File: src/core/atrf_defs.svh
// offsets, field positions, reset values and timing counts of the trigger and result block
`ifndef ATRF_DEFS_SVH
`define ATRF_DEFS_SVH

`define ATRF_ADDR_CONV_CONTROL_0  3'h0
`define ATRF_ADDR_CONV_CONTROL_1  3'h1
`define ATRF_ADDR_TRIGGER_SELECT  3'h2
`define ATRF_ADDR_RESULT_HIGH     3'h3
`define ATRF_ADDR_RESULT_LOW      3'h4

`define ATRF_CTL0_ENABLE_BIT      0
`define ATRF_CTL0_START_BIT       1
`define ATRF_CTL1_JUSTIFY_BIT     7
`define ATRF_CTL1_UNUSED_BIT      3

`define ATRF_CTL0_RESET           8'h00
`define ATRF_CTL1_RESET           8'h00
`define ATRF_TRIGGER_RESET        4'h0

`define ATRF_CONV_TIME_NS         11000
`define ATRF_CLK_PERIOD_NS        8
`define ATRF_CONV_CYCLES          ((`ATRF_CONV_TIME_NS + `ATRF_CLK_PERIOD_NS - 1) / `ATRF_CLK_PERIOD_NS)

`endif

File: src/core/atrf_pkg.sv
// types of the trigger and result block
package atrf_pkg;
  typedef enum logic [3:0] {
    ATRF_TRIG_NONE     = 4'h0,
    ATRF_TRIG_TIMER0   = 4'h3,
    ATRF_TRIG_TIMER1   = 4'h4,
    ATRF_TRIG_TIMER2   = 4'h5,
    ATRF_TRIG_COMP1    = 4'h6,
    ATRF_TRIG_COMP2    = 4'h7,
    ATRF_TRIG_CELL1    = 4'h8,
    ATRF_TRIG_CELL2    = 4'h9,
    ATRF_TRIG_CAPTURE1 = 4'hc,
    ATRF_TRIG_CAPTURE2 = 4'hd
  } atrf_trigger_t;

  typedef enum {
    ATRF_IDLE,
    ATRF_CONVERT
  } atrf_state_t;
endpackage

File: src/core/atrf_edge_detect.sv
// two-stage synchroniser followed by a rising-edge detector
module atrf_edge_detect (
  input  wire logic clk,
  input  wire logic resetn,
  input  wire logic async_in,
  output logic      rise
);
  logic meta;
  logic sync;
  logic last;

  // first stage is read only by the second stage
  always_ff @(posedge clk or negedge resetn) begin
    if (!resetn) begin
      meta <= 1'b0;
      sync <= 1'b0;
      last <= 1'b0;
    end else begin
      meta <= async_in;
      sync <= meta;
      last <= sync;
    end
  end

  assign rise = sync & ~last;
endmodule

File: src/core/atrf_result_format.sv
// places the 10-bit result into the high and low bytes by justification
module atrf_result_format (
  input  wire logic [9:0] conversion_result,
  input  wire logic       result_justify,
  output logic      [7:0] next_high,
  output logic      [7:0] next_low
);
  always_comb begin
    if (result_justify) begin
      next_high = {6'h00, conversion_result[9:8]};
      next_low  = conversion_result[7:0];
    end else begin
      next_high = conversion_result[9:2];
      next_low  = {conversion_result[1:0], 6'h00};
    end
  end
endmodule

File: src/core/atrf_top.sv
// auto-conversion trigger selection and result byte registers
// What this block does
// four-bit trigger field in low nibble; code zero disables hardware triggers.
// codes 3 and 4 pick timer overflows; code 5 picks timer-two period match.
// codes 6 and 7 pick comparators one and two; two only on large package.
// codes 8,9 logic cells; 12,13 capture units; others reserved.
// every source triggers only on its rising edge, never on level.
// timer triggers coincide with the timer setting its interrupt flag.
// upper nibble of trigger register has no storage and reads zero.
// left justified, high byte holds result bits nine to two.
// left justified, low byte bits seven and six hold result bits one, zero.
// right justified, high byte bits one and zero hold result bits nine, eight.
// right justified, low byte holds result bits seven to zero.
// result bytes read/write, undefined at power-on, kept across other resets.
// trigger field clears to zero on every reset source.
// rising edge on selected source starts conversion like the start bit, if enabled.
`include "atrf_defs.svh"
module atrf_top (
  input  wire logic       clk,
  input  wire logic       resetn,
  input  wire logic [2:0] reg_addr,
  input  wire logic [7:0] reg_wdata,
  input  wire logic       reg_write,
  input  wire logic       reg_read,
  output logic      [7:0] reg_rdata,
  input  wire logic       timer0_flag,
  input  wire logic       timer1_flag,
  input  wire logic       timer_two_period_match,
  input  wire logic       comparator_1,
  input  wire logic       comparator_2,
  input  wire logic       logic_cell_1,
  input  wire logic       logic_cell_2,
  input  wire logic       capture_unit_1,
  input  wire logic       capture_unit_2,
  output logic            conversion_start,
  input  wire logic       conversion_done,
  input  wire logic [9:0] conversion_result
);
  import atrf_pkg::*;

  localparam int NSRC = 9;

  logic [7:0]      conv_control_0;
  logic [7:0]      conv_control_1;
  logic [3:0]      auto_trigger_select;
  logic [7:0]      result_high_byte;
  logic [7:0]      result_low_byte;
  logic [NSRC-1:0] src_in;
  logic [NSRC-1:0] src_rise;
  logic            trig_rise;
  logic            start_pulse;
  logic            converter_enable;
  logic            next_enable;
  logic            result_justify;
  logic [7:0]      next_high;
  logic [7:0]      next_low;
  logic            done_seen;
  atrf_state_t     state;

  assign converter_enable = conv_control_0[`ATRF_CTL0_ENABLE_BIT];
  assign result_justify   = conv_control_1[`ATRF_CTL1_JUSTIFY_BIT];
  // a ctl0 write acts on the enable it writes, so a disabling write never fires a start
  assign next_enable = (reg_write && reg_addr == `ATRF_ADDR_CONV_CONTROL_0) ?
                       reg_wdata[`ATRF_CTL0_ENABLE_BIT] : converter_enable;

  assign src_in = {capture_unit_2, capture_unit_1, logic_cell_2, logic_cell_1,
                   comparator_2, comparator_1, timer_two_period_match,
                   timer1_flag, timer0_flag};

  // timer inputs are the timers' interrupt flags, so the edge is the flag setting

  genvar g;
  generate
    for (g = 0; g < NSRC; g++) begin : gen_src
      atrf_edge_detect u_edge (
        .clk      (clk),
        .resetn   (resetn),
        .async_in (src_in[g]),
        .rise     (src_rise[g])
      );
    end
  endgenerate

  // reserved codes select nothing, so they behave like the disabled code
  always_comb begin
    case (atrf_trigger_t'(auto_trigger_select))
      ATRF_TRIG_NONE:     trig_rise = 1'b0;
      ATRF_TRIG_TIMER0:   trig_rise = src_rise[0];
      ATRF_TRIG_TIMER1:   trig_rise = src_rise[1];
      ATRF_TRIG_TIMER2:   trig_rise = src_rise[2];
      ATRF_TRIG_COMP1:    trig_rise = src_rise[3];
      ATRF_TRIG_COMP2:    trig_rise = src_rise[4];
      ATRF_TRIG_CELL1:    trig_rise = src_rise[5];
      ATRF_TRIG_CELL2:    trig_rise = src_rise[6];
      ATRF_TRIG_CAPTURE1: trig_rise = src_rise[7];
      ATRF_TRIG_CAPTURE2: trig_rise = src_rise[8];
      default:            trig_rise = 1'b0;
    endcase
  end

  // software write of the start bit or a selected edge, both gated by enable
  assign start_pulse = next_enable & (state == ATRF_IDLE) &
                       (trig_rise |
                        (reg_write & (reg_addr == `ATRF_ADDR_CONV_CONTROL_0) &
                         reg_wdata[`ATRF_CTL0_START_BIT]));
  assign conversion_start = start_pulse;

  always_ff @(posedge clk or negedge resetn) begin
    if (!resetn) begin
      state <= ATRF_IDLE;
    end else begin
      case (state)
        ATRF_IDLE: begin
          if (start_pulse) begin
            state <= ATRF_CONVERT;
          end
        end
        ATRF_CONVERT: begin
          if (conversion_done || !next_enable) begin
            state <= ATRF_IDLE;
          end
        end
        default: state <= ATRF_IDLE;
      endcase
    end
  end

  assign done_seen = (state == ATRF_CONVERT) & conversion_done & converter_enable;

  always_ff @(posedge clk or negedge resetn) begin
    if (!resetn) begin
      conv_control_0 <= `ATRF_CTL0_RESET;
    end else if (reg_write && reg_addr == `ATRF_ADDR_CONV_CONTROL_0) begin
      conv_control_0 <= {reg_wdata[7:2], 1'b0, reg_wdata[0]};
    end
  end

  always_ff @(posedge clk or negedge resetn) begin
    if (!resetn) begin
      conv_control_1 <= `ATRF_CTL1_RESET;
    end else if (reg_write && reg_addr == `ATRF_ADDR_CONV_CONTROL_1) begin
      conv_control_1 <= reg_wdata;
      conv_control_1[`ATRF_CTL1_UNUSED_BIT] <= 1'b0;
    end
  end

  always_ff @(posedge clk or negedge resetn) begin
    if (!resetn) begin
      auto_trigger_select <= `ATRF_TRIGGER_RESET;
    end else if (reg_write && reg_addr == `ATRF_ADDR_TRIGGER_SELECT) begin
      auto_trigger_select <= reg_wdata[3:0];
    end
  end

  atrf_result_format u_format (
    .conversion_result (conversion_result),
    .result_justify    (result_justify),
    .next_high         (next_high),
    .next_low          (next_low)
  );

  // no reset: contents survive resets; power-on value is whatever the flops wake with
  // a finishing conversion wins over a software write in the same cycle
  always_ff @(posedge clk) begin
    if (done_seen) begin
      result_high_byte <= next_high;
      result_low_byte  <= next_low;
    end else if (reg_write && reg_addr == `ATRF_ADDR_RESULT_HIGH) begin
      result_high_byte <= reg_wdata;
    end else if (reg_write && reg_addr == `ATRF_ADDR_RESULT_LOW) begin
      result_low_byte <= reg_wdata;
    end
  end

  always_ff @(posedge clk or negedge resetn) begin
    if (!resetn) begin
      reg_rdata <= 8'h00;
    end else if (reg_read) begin
      case (reg_addr)
        `ATRF_ADDR_CONV_CONTROL_0: reg_rdata <= {conv_control_0[7:2], state == ATRF_CONVERT, conv_control_0[0]};
        `ATRF_ADDR_CONV_CONTROL_1: reg_rdata <= conv_control_1;
        `ATRF_ADDR_TRIGGER_SELECT: reg_rdata <= {4'h0, auto_trigger_select};
        `ATRF_ADDR_RESULT_HIGH:    reg_rdata <= result_high_byte;
        `ATRF_ADDR_RESULT_LOW:     reg_rdata <= result_low_byte;
        default:                   reg_rdata <= 8'h00;
      endcase
    end else begin
      reg_rdata <= 8'h00;
    end
  end
endmodule

File: config.mk
export PLATFORM = sky130hd
export DESIGN_NAME = atrf_top
export DESIGN_NICKNAME = d
export VERILOG_FILES = /design/src/core/atrf_pkg.sv /design/src/core/atrf_edge_detect.sv /design/src/core/atrf_result_format.sv /design/src/core/atrf_top.sv
export VERILOG_INCLUDE_DIRS = /design/src /design/src/core
export SDC_FILE = /design/constraint.sdc
export NUM_CORES = 1
export LEC_CHECK = 0
export BUFFER_PORTS_ARGS = -buffer_cell sky130_fd_sc_hd__buf_4
export CELL_PAD_IN_SITES_DETAIL_PLACEMENT = 1
export CELL_PAD_IN_SITES_GLOBAL_PLACEMENT = 2
export CORE_UTILIZATION = 41
export CTS_CLUSTER_DIAMETER = 60
export DETAILED_ROUTE_END_ITERATION = 10
export GPL_TIMING_DRIVEN = 1
export PLACE_DENSITY = 0.84
export SKIP_LAST_GASP = 1
export SYNTH_ARGS = -nofsm -noshare
export SYNTH_HDL_FRONTEND = slang
export SYNTH_SLANG_ARGS = --single-unit
File: constraint.sdc
create_clock -name clk -period 2 [get_ports clk]
set_input_delay 0.2 -clock clk [delete_from_list [all_inputs] [get_ports clk]]
set_output_delay 0.2 -clock clk [all_outputs]
set_load 0.03 [all_outputs]
==> out/results.tsv, run 1 <==
metric	value	unit
status	completed	
Critical path origin	auto_trigger_select[0]$_DFFE_PN0P_	
crit-path max FO	8	
switching share of power	29.8	%
WL per Instance	19.1	microns
Int Pwr	0.00238	W
sequential share of power	51.0	%
Post-synth ARST share	77.1	%
first-pass GRT wire length	11000	microns
worst r2r path cells	2	
capturing point of the worst reg2reg path	result_high_byte[3]$_DFFE_PP_	
sink of the worst hold path	conv_control_0[6]$_DFFE_PN0P_	
Top Ports	44	
clock power share	32.4	%
NetSw	0.00101	W
final setup TNS	0	ns
startpoint class of the critical path	register	
origin of the critical flop-to-flop path	state[0]$_DFFE_PN0P_	
1st-pass router iterations	7	
largest net degree at the start of global routing	55	
power per cell area	941	nW/um^2
Max Transition Viols Final	0	
RSZ-0062 raised after global routing	false	
antenna violations before repair	0	
Primary FF master, synth	dfrtp_1	
# clock sinks	70	
Synth warnings	0	
final setup vio count	0	
Post-DP HPWL	4510	microns
H-tree Lvls	3	
Fin Hold WS	0.106	ns
fraction of layout cells with a size suffix above 1	34.8	%
Yosys reg bits	70	
root buffer cell	clkbuf_8	
Total Nets Final	312	
die area	7220	sq um
post-synthesis sequential area ratio	64.9	%
DRT iter0 DRCs	102	
Worst Path Required	1.80	ns
CTS tree	yes	
Fmax	0.510	GHz
Placeable Area	6490	sq um
GR Overflow Total	0	
mapped cell area	2820	sq um
Yosys top cell by area	dfrtp_1	
Routed Antenna Nets	0	
Slew headroom	54.0	%
min Tclk post-route	1.96	ns
setup slack, reg-to-reg	0.36	ns
Filler cells	660	
synth unique cells	34	
Die Span Y	85.0	microns
detailed-route DRC error count	0	
Initial Utilization	43.4	%
Cell Rows	29	
Post-Route WL	6860	microns
CTS Buf Count	9	
global placer's final weighted congestion	0.787	
Worst Hold Depth	2	
most frequent cell after synthesis	dfrtp_1	
Min-Delay Startpoint	reg_wdata[6]	
synthesized area per cell	13.2	sq um
CTS max path bufs	2	
largest cells by area after synthesis	dfrtp_1 (48%), edfxtp_1 (17%), mux2_2 (7.2%)	
IO Port Bufs	43	
Synth top area share	47.9	%
clock transition at the registers of the reported paths	0.08	ns
peak supply drop	0.451	mV
GRT Total Usage	20.9	%
diode count	0	
Final period util	98.1	%
Hold Violations, Final	0	
Static Leakage	1.56	nW
Gate power share	16.6	%
vias in the first global route	2042	
Final Skew	0.00717	ns
Net Count, Synth	248	
Vias	1931	
area grow syn2layout	27.8	%
Crit Path Class	register to output port	
post-synthesis cell count	213	
DR vias/cell	5.38	
Worst Setup End Kind	output port	
Post-synth top cells	dfrtp_1 (54), nand2_1 (19), mux2_2 (18)	
Critical Path AT	1.76	ns
Post-synth EDFFs	16	
Clock Latency Late Sink	0.35	ns
die span in x	85.0	microns
max cap viols	0	
Worst-Margin Slew	0.690	ns
Worst Hold Class	input pin to register	
-- layout make-up --
| cell class | instances | area [sq um] | area share, % |
|---|---|---|---|
| flip-flops and latches | 70 | 1830 | 50.8 |
| multi-input cells | 126 | 958 | 26.6 |
| repair buffers | 64 | 509 | 14.1 |
| clock buffers | 9 | 124 | 3.44 |
| well taps | 77 | 96.3 | 2.67 |
| clock inverters | 7 | 62.6 | 1.73 |
| inverters | 6 | 22.5 | 0.625 |
-- metal layers --
| metal | track usage (%) | share of wire [%] | vias to the layer above |
|---|---|---|---|
| met1 | 30.4 | 47 | 958 |
| li1 | - | - | 904 |
| met3 | 5.74 | 6.0 | 7 |
| met2 | 30.4 | 46 | 62 |
| met5 | 0 | 0 | - |
| met4 | 6.93 | 0.98 | 0 |
-- flip-flops by register name (all words and copies together), names as in the netlist, 7 cells and up --
name / cells
conv_control_0: 7
conv_control_1: 7
gen_src.u_edge.last: 9
gen_src.u_edge.meta: 9
gen_src.u_edge.sync: 9
reg_rdata: 8
result_high_byte: 8
result_low_byte: 8
-- through the flow --
| step | cell area (sq um) | total power, W | setup slack [ns] | std cells | util, % |
|---|---|---|---|---|---|
| 2_1_floorplan | 2820 | 0.00202 | 0.233 | 213 | - |
| 3_3_place_gp | 3240 | 0.00221 | 0.396 | 328 | 49.8 |
| 3_5_place_dp | 3240 | 0.00224 | 0.309 | 328 | 49.8 |
| 4_1_cts | 3540 | 0.00337 | 0.0220 | 356 | 54.5 |
| 5_1_grt | 3610 | 0.00355 | 0.000818 | 359 | 55.5 |
| 6_report | 3610 | 0.00339 | 0.0387 | 359 | 55.5 |
-- power groups by stage --
stage	registers (W)	clock network (W)	logic (W)
global placement	0.00175	0	0.000467
floorplan	0.00172	0	0.000299
finish	0.00173	0.00110	0.000563
CTS	0.00172	0.00113	0.000521
detailed placement	0.00175	0	0.000482
global route	0.00175	0.00118	0.000615
-- worst max-delay path: stages, from the launching register on --
cell and delay [ns]:
dfrtp_2 0.48, and4b_1 0.22, a22o_1 0.23, a41oi_2 0.20, a21oi_1 0.10, buf_4 0.18
-- placed cells by master, fill, tap and decap left out, drive strengths merged, types with 9 or more instances in the layout --
master and instances:
a22o 9, buf 54, clkbuf 9, dfrtp 54, dlygate4sd3 10, edfxtp 16, inv 12, mux2 19
mux2i 9, nand2 19, nand3 9, o21ai 15
-- cell families after synthesis --
| group | Yosys count | synth area share [%] |
|---|---|---|
| multiplexers | 28 | 10.9 |
| flip-flops | 70 | 64.9 |
| AO/OA/AOI/OAI | 47 | 11.6 |
| AND/OR/NAND/NOR | 51 | 10.0 |
| buffers and inverters | 17 | 2.57 |
-- how the worst max path moves through the flow --
| stage | endpoint | slack, ns | cells past startpoint |
|---|---|---|---|
| after global routing | conversion_start | 0.0008 | 6 |
| after CTS | conversion_start | 0.02 | 5 |
| after detailed placement | conversion_start | 0.31 | 4 |
| after floorplan | result_low_byte[0]$_DFFE_PP_ | 0.23 | 4 |
| final | conversion_start | 0.04 | 5 |
| after global placement | conversion_start | 0.40 | 4 |
-- timing repair --
action	in CTS	in global routing
gates resized for setup	2	7
hold buffers	10	0
setup endpoints to repair	1	1
endpoints found under the hold margin	63	0
pin swaps	0	3
buffers inserted	2	3
Note: power is estimated with default switching activity, not from simulation.
==> inputs of run 2 (changes only) <==
CORE_MARGIN = 10   (was not set)
==> out/results.tsv, run 2 (synthesis gave the netlist of run 1 again) <==
metric	value	unit	change
status	completed		
Final period util	95.1	%	-3.0 points
DR vias/cell	5.22		-3.0%
setup slack after layout	0.0987	ns	+0.0600 ns
Die Span Y	103	microns	+21%
GR Util met3	4.62	%	-1.1 points
Routed Antenna Nets	0		unchanged
crit-path max FO	6		-2
CTS Buf Count	9		unchanged
final core area utilization	52.5	%	-3.0 points
area grow syn2layout	25.8	%	
H-tree Lvls	3		unchanged
die span in x	103	microns	+21%
Most Used Layer, Global Route	met2		
Fmax	0.526	GHz	+3.2%
startpoint class of the critical path	register		
Hold Violations, Final	0		unchanged
detailed-route DRC error count	0		unchanged
Int Pwr	0.00236	W	-0.85%
Crit Path Class	register to output port		
clock transition at the registers of the reported paths	0.08	ns	about the same
most frequent cells in the layout	dfrtp_1 (53), buf_4 (50), nand2_1 (19), mux2_2 (18), edfxtp_1 (16)		
IO Port Bufs	43		unchanged
peak supply drop	0.517	mV	+15%
Top Ports	44		unchanged
WL per Instance	18.7	microns	-2.4%
Filler cells	711		+7.7%
antenna violations before repair	0		unchanged
GR Overflow Total	0		unchanged
pre-CTS worst setup slack	0.365	ns	+0.0559 ns
DRT iter0 DRCs	92		-9.8%
Placeable Area	6760	sq um	+4.0%
clock power share	32.8	%	+0.4 points
Worst-Margin Slew	0.673	ns	-0.0163 ns
root buffer cell	clkbuf_8		
Gate power share	15.7	%	-0.9 points
final setup TNS	0	ns	unchanged
Initial Utilization	41.8	%	-1.7 points
first-pass GRT wire length	10900	microns	-0.82%
Cell Rows	30		+3.4%
sequential share of power	51.5	%	+0.5 points
sink of the worst hold path	conv_control_1[7]$_DFFE_PN0P_		
Worst Path Required	1.80	ns	about the same
die area	10600	sq um	+47%
vias in the first global route	1997		-2.2%
Vias	1873		-3.0%
CTS tree	yes		
worst r2r path cells	6		+4
switching share of power	29.3	%	-0.59 points
1st-pass router iterations	4		-3
Max Transition Viols Final	0		unchanged
Power, Total	0.00333	W	-1.7%
Static Leakage	1.54	nW	-1.5%
met1 Use GR	19.2	%	-11 points
capturing point of the worst reg2reg path	reg_rdata[0]$_DFF_PN0_		
# clock sinks	70		unchanged
GRT Total Usage	13.9	%	-7.0 points
met2 GRT Util	19.3	%	-11 points
CTS max path bufs	2		unchanged
Post-DP HPWL	4660	microns	+3.1%
final setup vio count	0		unchanged
NetSw	0.000976	W	-3.6%
commonest non-fill, non-tap cell in the layout	dfrtp_1		
Slew headroom	55.1	%	+1.1 points
Min-Delay Startpoint	reg_wdata[7]		
setup slack, reg-to-reg	0.46	ns	+0.10 ns
Worst Hold Class	input pin to register		
Post-Route WL	6700	microns	-2.4%
global placer's final weighted congestion	0.743		-5.6%
Clock Latency Late Sink	0.35	ns	about the same
Final Skew	0.00687	ns	-0.000297 ns
origin of the critical flop-to-flop path	auto_trigger_select[0]$_DFFE_PN0P_		
Total Nets Final	309		-0.96%
Worst Hold Depth	3		+1
fraction of layout cells with a size suffix above 1	32.3	%	-2.5 points
Worst Setup End Kind	output port		
max cap viols	0		unchanged
diode count	0		unchanged
min Tclk post-route	1.90	ns	-0.0600 ns
power per cell area	940	nW/um^2	about the same
Critical Path AT	1.70	ns	-0.06 ns
biggest regs	gen_src.u_edge.last (9), gen_src.u_edge.meta (9), gen_src.u_edge.sync (9)		
largest net degree at the start of global routing	55		unchanged
==> run 2: what timing repair did <==
| action | in CTS | in global routing |
|---|---|---|
| setup buffers | 0 | 4 |
| setup endpoints to repair | 1 | 1 |
| hold buffers | 10 | 0 |
| hold endpoints to repair | 63 | 0 |
| gates resized for setup | 1 | 2 |
| pin swaps | 0 | 1 |
==> run 2: power groups by stage <==
stage / Clock [W] / Sequential, W / Combinational (W)
detailed placement: 0 / 0.00175 / 0.000474
finish: 0.00110 / 0.00172 / 0.000523
global route: 0.00120 / 0.00174 / 0.000584
floorplan: 0 / 0.00172 / 0.000299
global placement: 0 / 0.00175 / 0.000464
CTS: 0.00113 / 0.00172 / 0.000491
==> run 2: routing by layer <==
metal	vias up	routed length, microns
met5	-	0
met1	922	3150
met3	9	452
met4	0	108
met2	41	2990
li1	901	-
==> run 2: layout make-up <==
type	count	area, sq um	share of cell area [%]
inverters	6	22.5	0.635
flip-flops and latches	70	1830	51.7
clock buffers	9	124	3.49
well taps	80	100	2.82
multi-input cells	126	925	26.1
repair buffers	61	480	13.5
clock inverters	7	63.8	1.80
==> run 2: worst max-delay path, stage by stage, from the launching register on <==
cell	delay (ns)
dfrtp_2	0.41
clkbuf_2	0.18
nand2_1	0.07
o221ai_1	0.20
a41oi_2	0.15
a21oi_1	0.15
buf_4	0.18
==> run 2: worst max-delay path by stage <==
stage | slack [ns] | endpoint | from
5_1_grt | -0.02 | conversion_start | auto_trigger_select[0]$_DFFE_PN0P_
3_5_place_dp | 0.37 | conversion_start | auto_trigger_select[0]$_DFFE_PN0P_
3_3_place_gp | 0.41 | conversion_start | auto_trigger_select[0]$_DFFE_PN0P_
6_report | 0.1 | conversion_start | auto_trigger_select[0]$_DFFE_PN0P_
4_1_cts | 0.01 | conversion_start | auto_trigger_select[0]$_DFFE_PN0P_
2_1_floorplan | 0.23 | result_low_byte[0]$_DFFE_PP_ | reg_addr[2]
==> run 2: per-stage QoR <==
stage	cells	cell area, sq um	hold WS, ns
global placement	329	3220	0.275
global route	359	3550	0.0923
floorplan	213	2820	-0.0956
detailed placement	329	3220	0.291
finish	359	3550	0.0745
CTS	355	3510	0.0656
==> inputs of run 3 (changes only) <==
--- a/constraint.sdc
+++ b/constraint.sdc
@@ -3,2 +3,2 @@
 set_output_delay 0.2 -clock clk [all_outputs]
-set_load 0.03 [all_outputs]
+set_load 0.01 [all_outputs]
==> out/results.tsv, run 3 (synthesis gave the netlist of run 1 again) <==
metric	value	unit	change
Top Ports	44		unchanged
Vias	1928		+2.9%
global placer's final weighted congestion	0.746		+0.43%
Worst-Margin Slew	0.670	ns	-0.00288 ns
area grow syn2layout	24.9	%	
clock transition at the registers of the reported paths	0.08	ns	about the same
Worst Hold Class	input pin to register		
Max Transition Viols Final	0		unchanged
CTS max path bufs	2		unchanged
Power, Total	0.00327	W	-1.9%
antenna violations before repair	0		unchanged
fraction of layout cells with a size suffix above 1	31.4	%	-0.85 points
H-tree Lvls	3		unchanged
Fin Hold WS	0.0760	ns	+0.00146 ns
Hold Violations, Final	0		unchanged
Slew headroom	55.3	%	+0.19 points
most frequent cells in the layout	dfrtp_1 (53), buf_4 (49), nand2_1 (19), mux2_2 (18), edfxtp_1 (16)		
crit-path max FO	8		+2
GR Overflow Total	0		unchanged
Static Leakage	1.53	nW	-0.46%
startpoint class of the critical path	register		
Crit Path Class	register to output port		
Total Nets Final	307		-0.65%
final instance area	3520	sq um	-0.67%
IO Port Bufs	43		unchanged
CTS tree	yes		
Post-Route WL	6610	microns	-1.4%
WL per Instance	18.5	microns	-0.81%
placed cell areas	3220	sq um	unchanged
peak supply drop	0.460	mV	-11%
Placeable Area	6760	sq um	unchanged
Initial Utilization	41.8	%	unchanged
GRT Total Usage	13.7	%	-0.14 points
first-pass GRT wire length	10900	microns	-0.57%
Fmax	0.526	GHz	about the same
Worst Setup End Kind	output port		
DR vias/cell	5.40		+3.5%
Final Skew	0.00416	ns	-0.00271 ns
Critical Path AT	1.70	ns	about the same
diode count	0		unchanged
final setup vio count	0		unchanged
biggest regs	gen_src.u_edge.last (9), gen_src.u_edge.meta (9), gen_src.u_edge.sync (9)		
power per cell area	928	nW/um^2	-1.2%
largest net degree at the start of global routing	55		unchanged
vias in the first global route	2064		+3.4%
Die Span Y	103	microns	unchanged
min Tclk post-route	1.90	ns	-0.00150 ns
CTS Buf Count	9		unchanged
Cell Rows	30		unchanged
final setup TNS	0	ns	unchanged
die span in x	103	microns	unchanged
root buffer cell	clkbuf_8		
DRT iter0 DRCs	74		-20%
max cap viols	0		unchanged
detailed-route DRC error count	0		unchanged
die area	10600	sq um	unchanged
Clock Latency Late Sink	0.35	ns	about the same
Routed Antenna Nets	0		unchanged
1st-pass router iterations	4		unchanged
status	completed		
RSZ-0062 raised after global routing	false		
Final period util	95.0	%	about the same
# clock sinks	70		unchanged
Worst Path Required	1.80	ns	about the same
Post-DP HPWL	4730	microns	+1.6%
commonest non-fill, non-tap cell in the layout	dfrtp_1		
[run 3: layout make-up]
cell class / instances / area, sq um
tap: 80 / 100
multi-input combinational: 126 / 917
clock buffer: 9 / 124
inverter: 6 / 22.5
timing repair buffer: 59 / 468
fill: 713 / 3230
sequential: 70 / 1830
clock inverter: 7 / 60.1
[run 3: what timing repair did]
item / in CTS / in global routing
buffers inserted: 0 / 2
hold endpoints to repair: 63 / 0
hold buffers: 10 / 0
endpoints found under the setup margin: 0 / 1
gates resized for setup: 0 / 1
[run 3: worst max-delay path, stage by stage (launching register included)]
cell,delay [ns]
dfrtp_2,0.46
and4b_1,0.20
a22o_1,0.22
a41oi_1,0.21
a21oi_1,0.11
buf_4,0.15
[run 3: path summary, 6_finish.rpt]
kind,slack [ns],start,endpoint,depth (start not counted)
min reg2reg,0.36,gen_src[0].u_edge.meta$_DFF_PN0_,gen_src[0].u_edge.sync$_DFF_PN0_,0
max in group asynchronous,1.09,resetn,auto_trigger_select[0]$_DFFE_PN0P_,2
max,0.10,auto_trigger_select[0]$_DFFE_PN0P_,conversion_start,5
max reg2reg,0.58,conv_control_0[0]$_DFFE_PN0P_,result_high_byte[7]$_DFFE_PP_,3
min in group asynchronous,0.43,resetn,gen_src[3].u_edge.last$_DFF_PN0_,2
min,0.08,reg_wdata[7],conv_control_1[7]$_DFFE_PN0P_,3
[run 3: power breakdown]
group / total (W) / internal (W) / switching [W]
clock network: 0.00107 / 0.000476 / 0.000593
registers: 0.00172 / 0.00161 / 0.000103
logic: 0.000484 / 0.000254 / 0.000230
[run 3: through the flow]
stage | utilization, % | setup WS (ns) | instances
after global routing | 52.2 | 0.0128 | 357
after global placement | 47.7 | 0.436 | 329
after detailed placement | 47.7 | 0.422 | 329
after floorplan | - | 0.233 | 213
after CTS | 51.9 | 0.0182 | 355
final | 52.2 | 0.100 | 357
[run 3: routing by layer]
| metal | share of wire, % | track usage (%) | vias to the layer above |
|---|---|---|---|
| li1 | - | - | 895 |
| met1 | 46 | 18.2 | 974 |
| met2 | 45 | 20.0 | 51 |
| met3 | 7.4 | 5.03 | 8 |
| met4 | 1.2 | 5.13 | 0 |
| met5 | 0 | 0 | - |
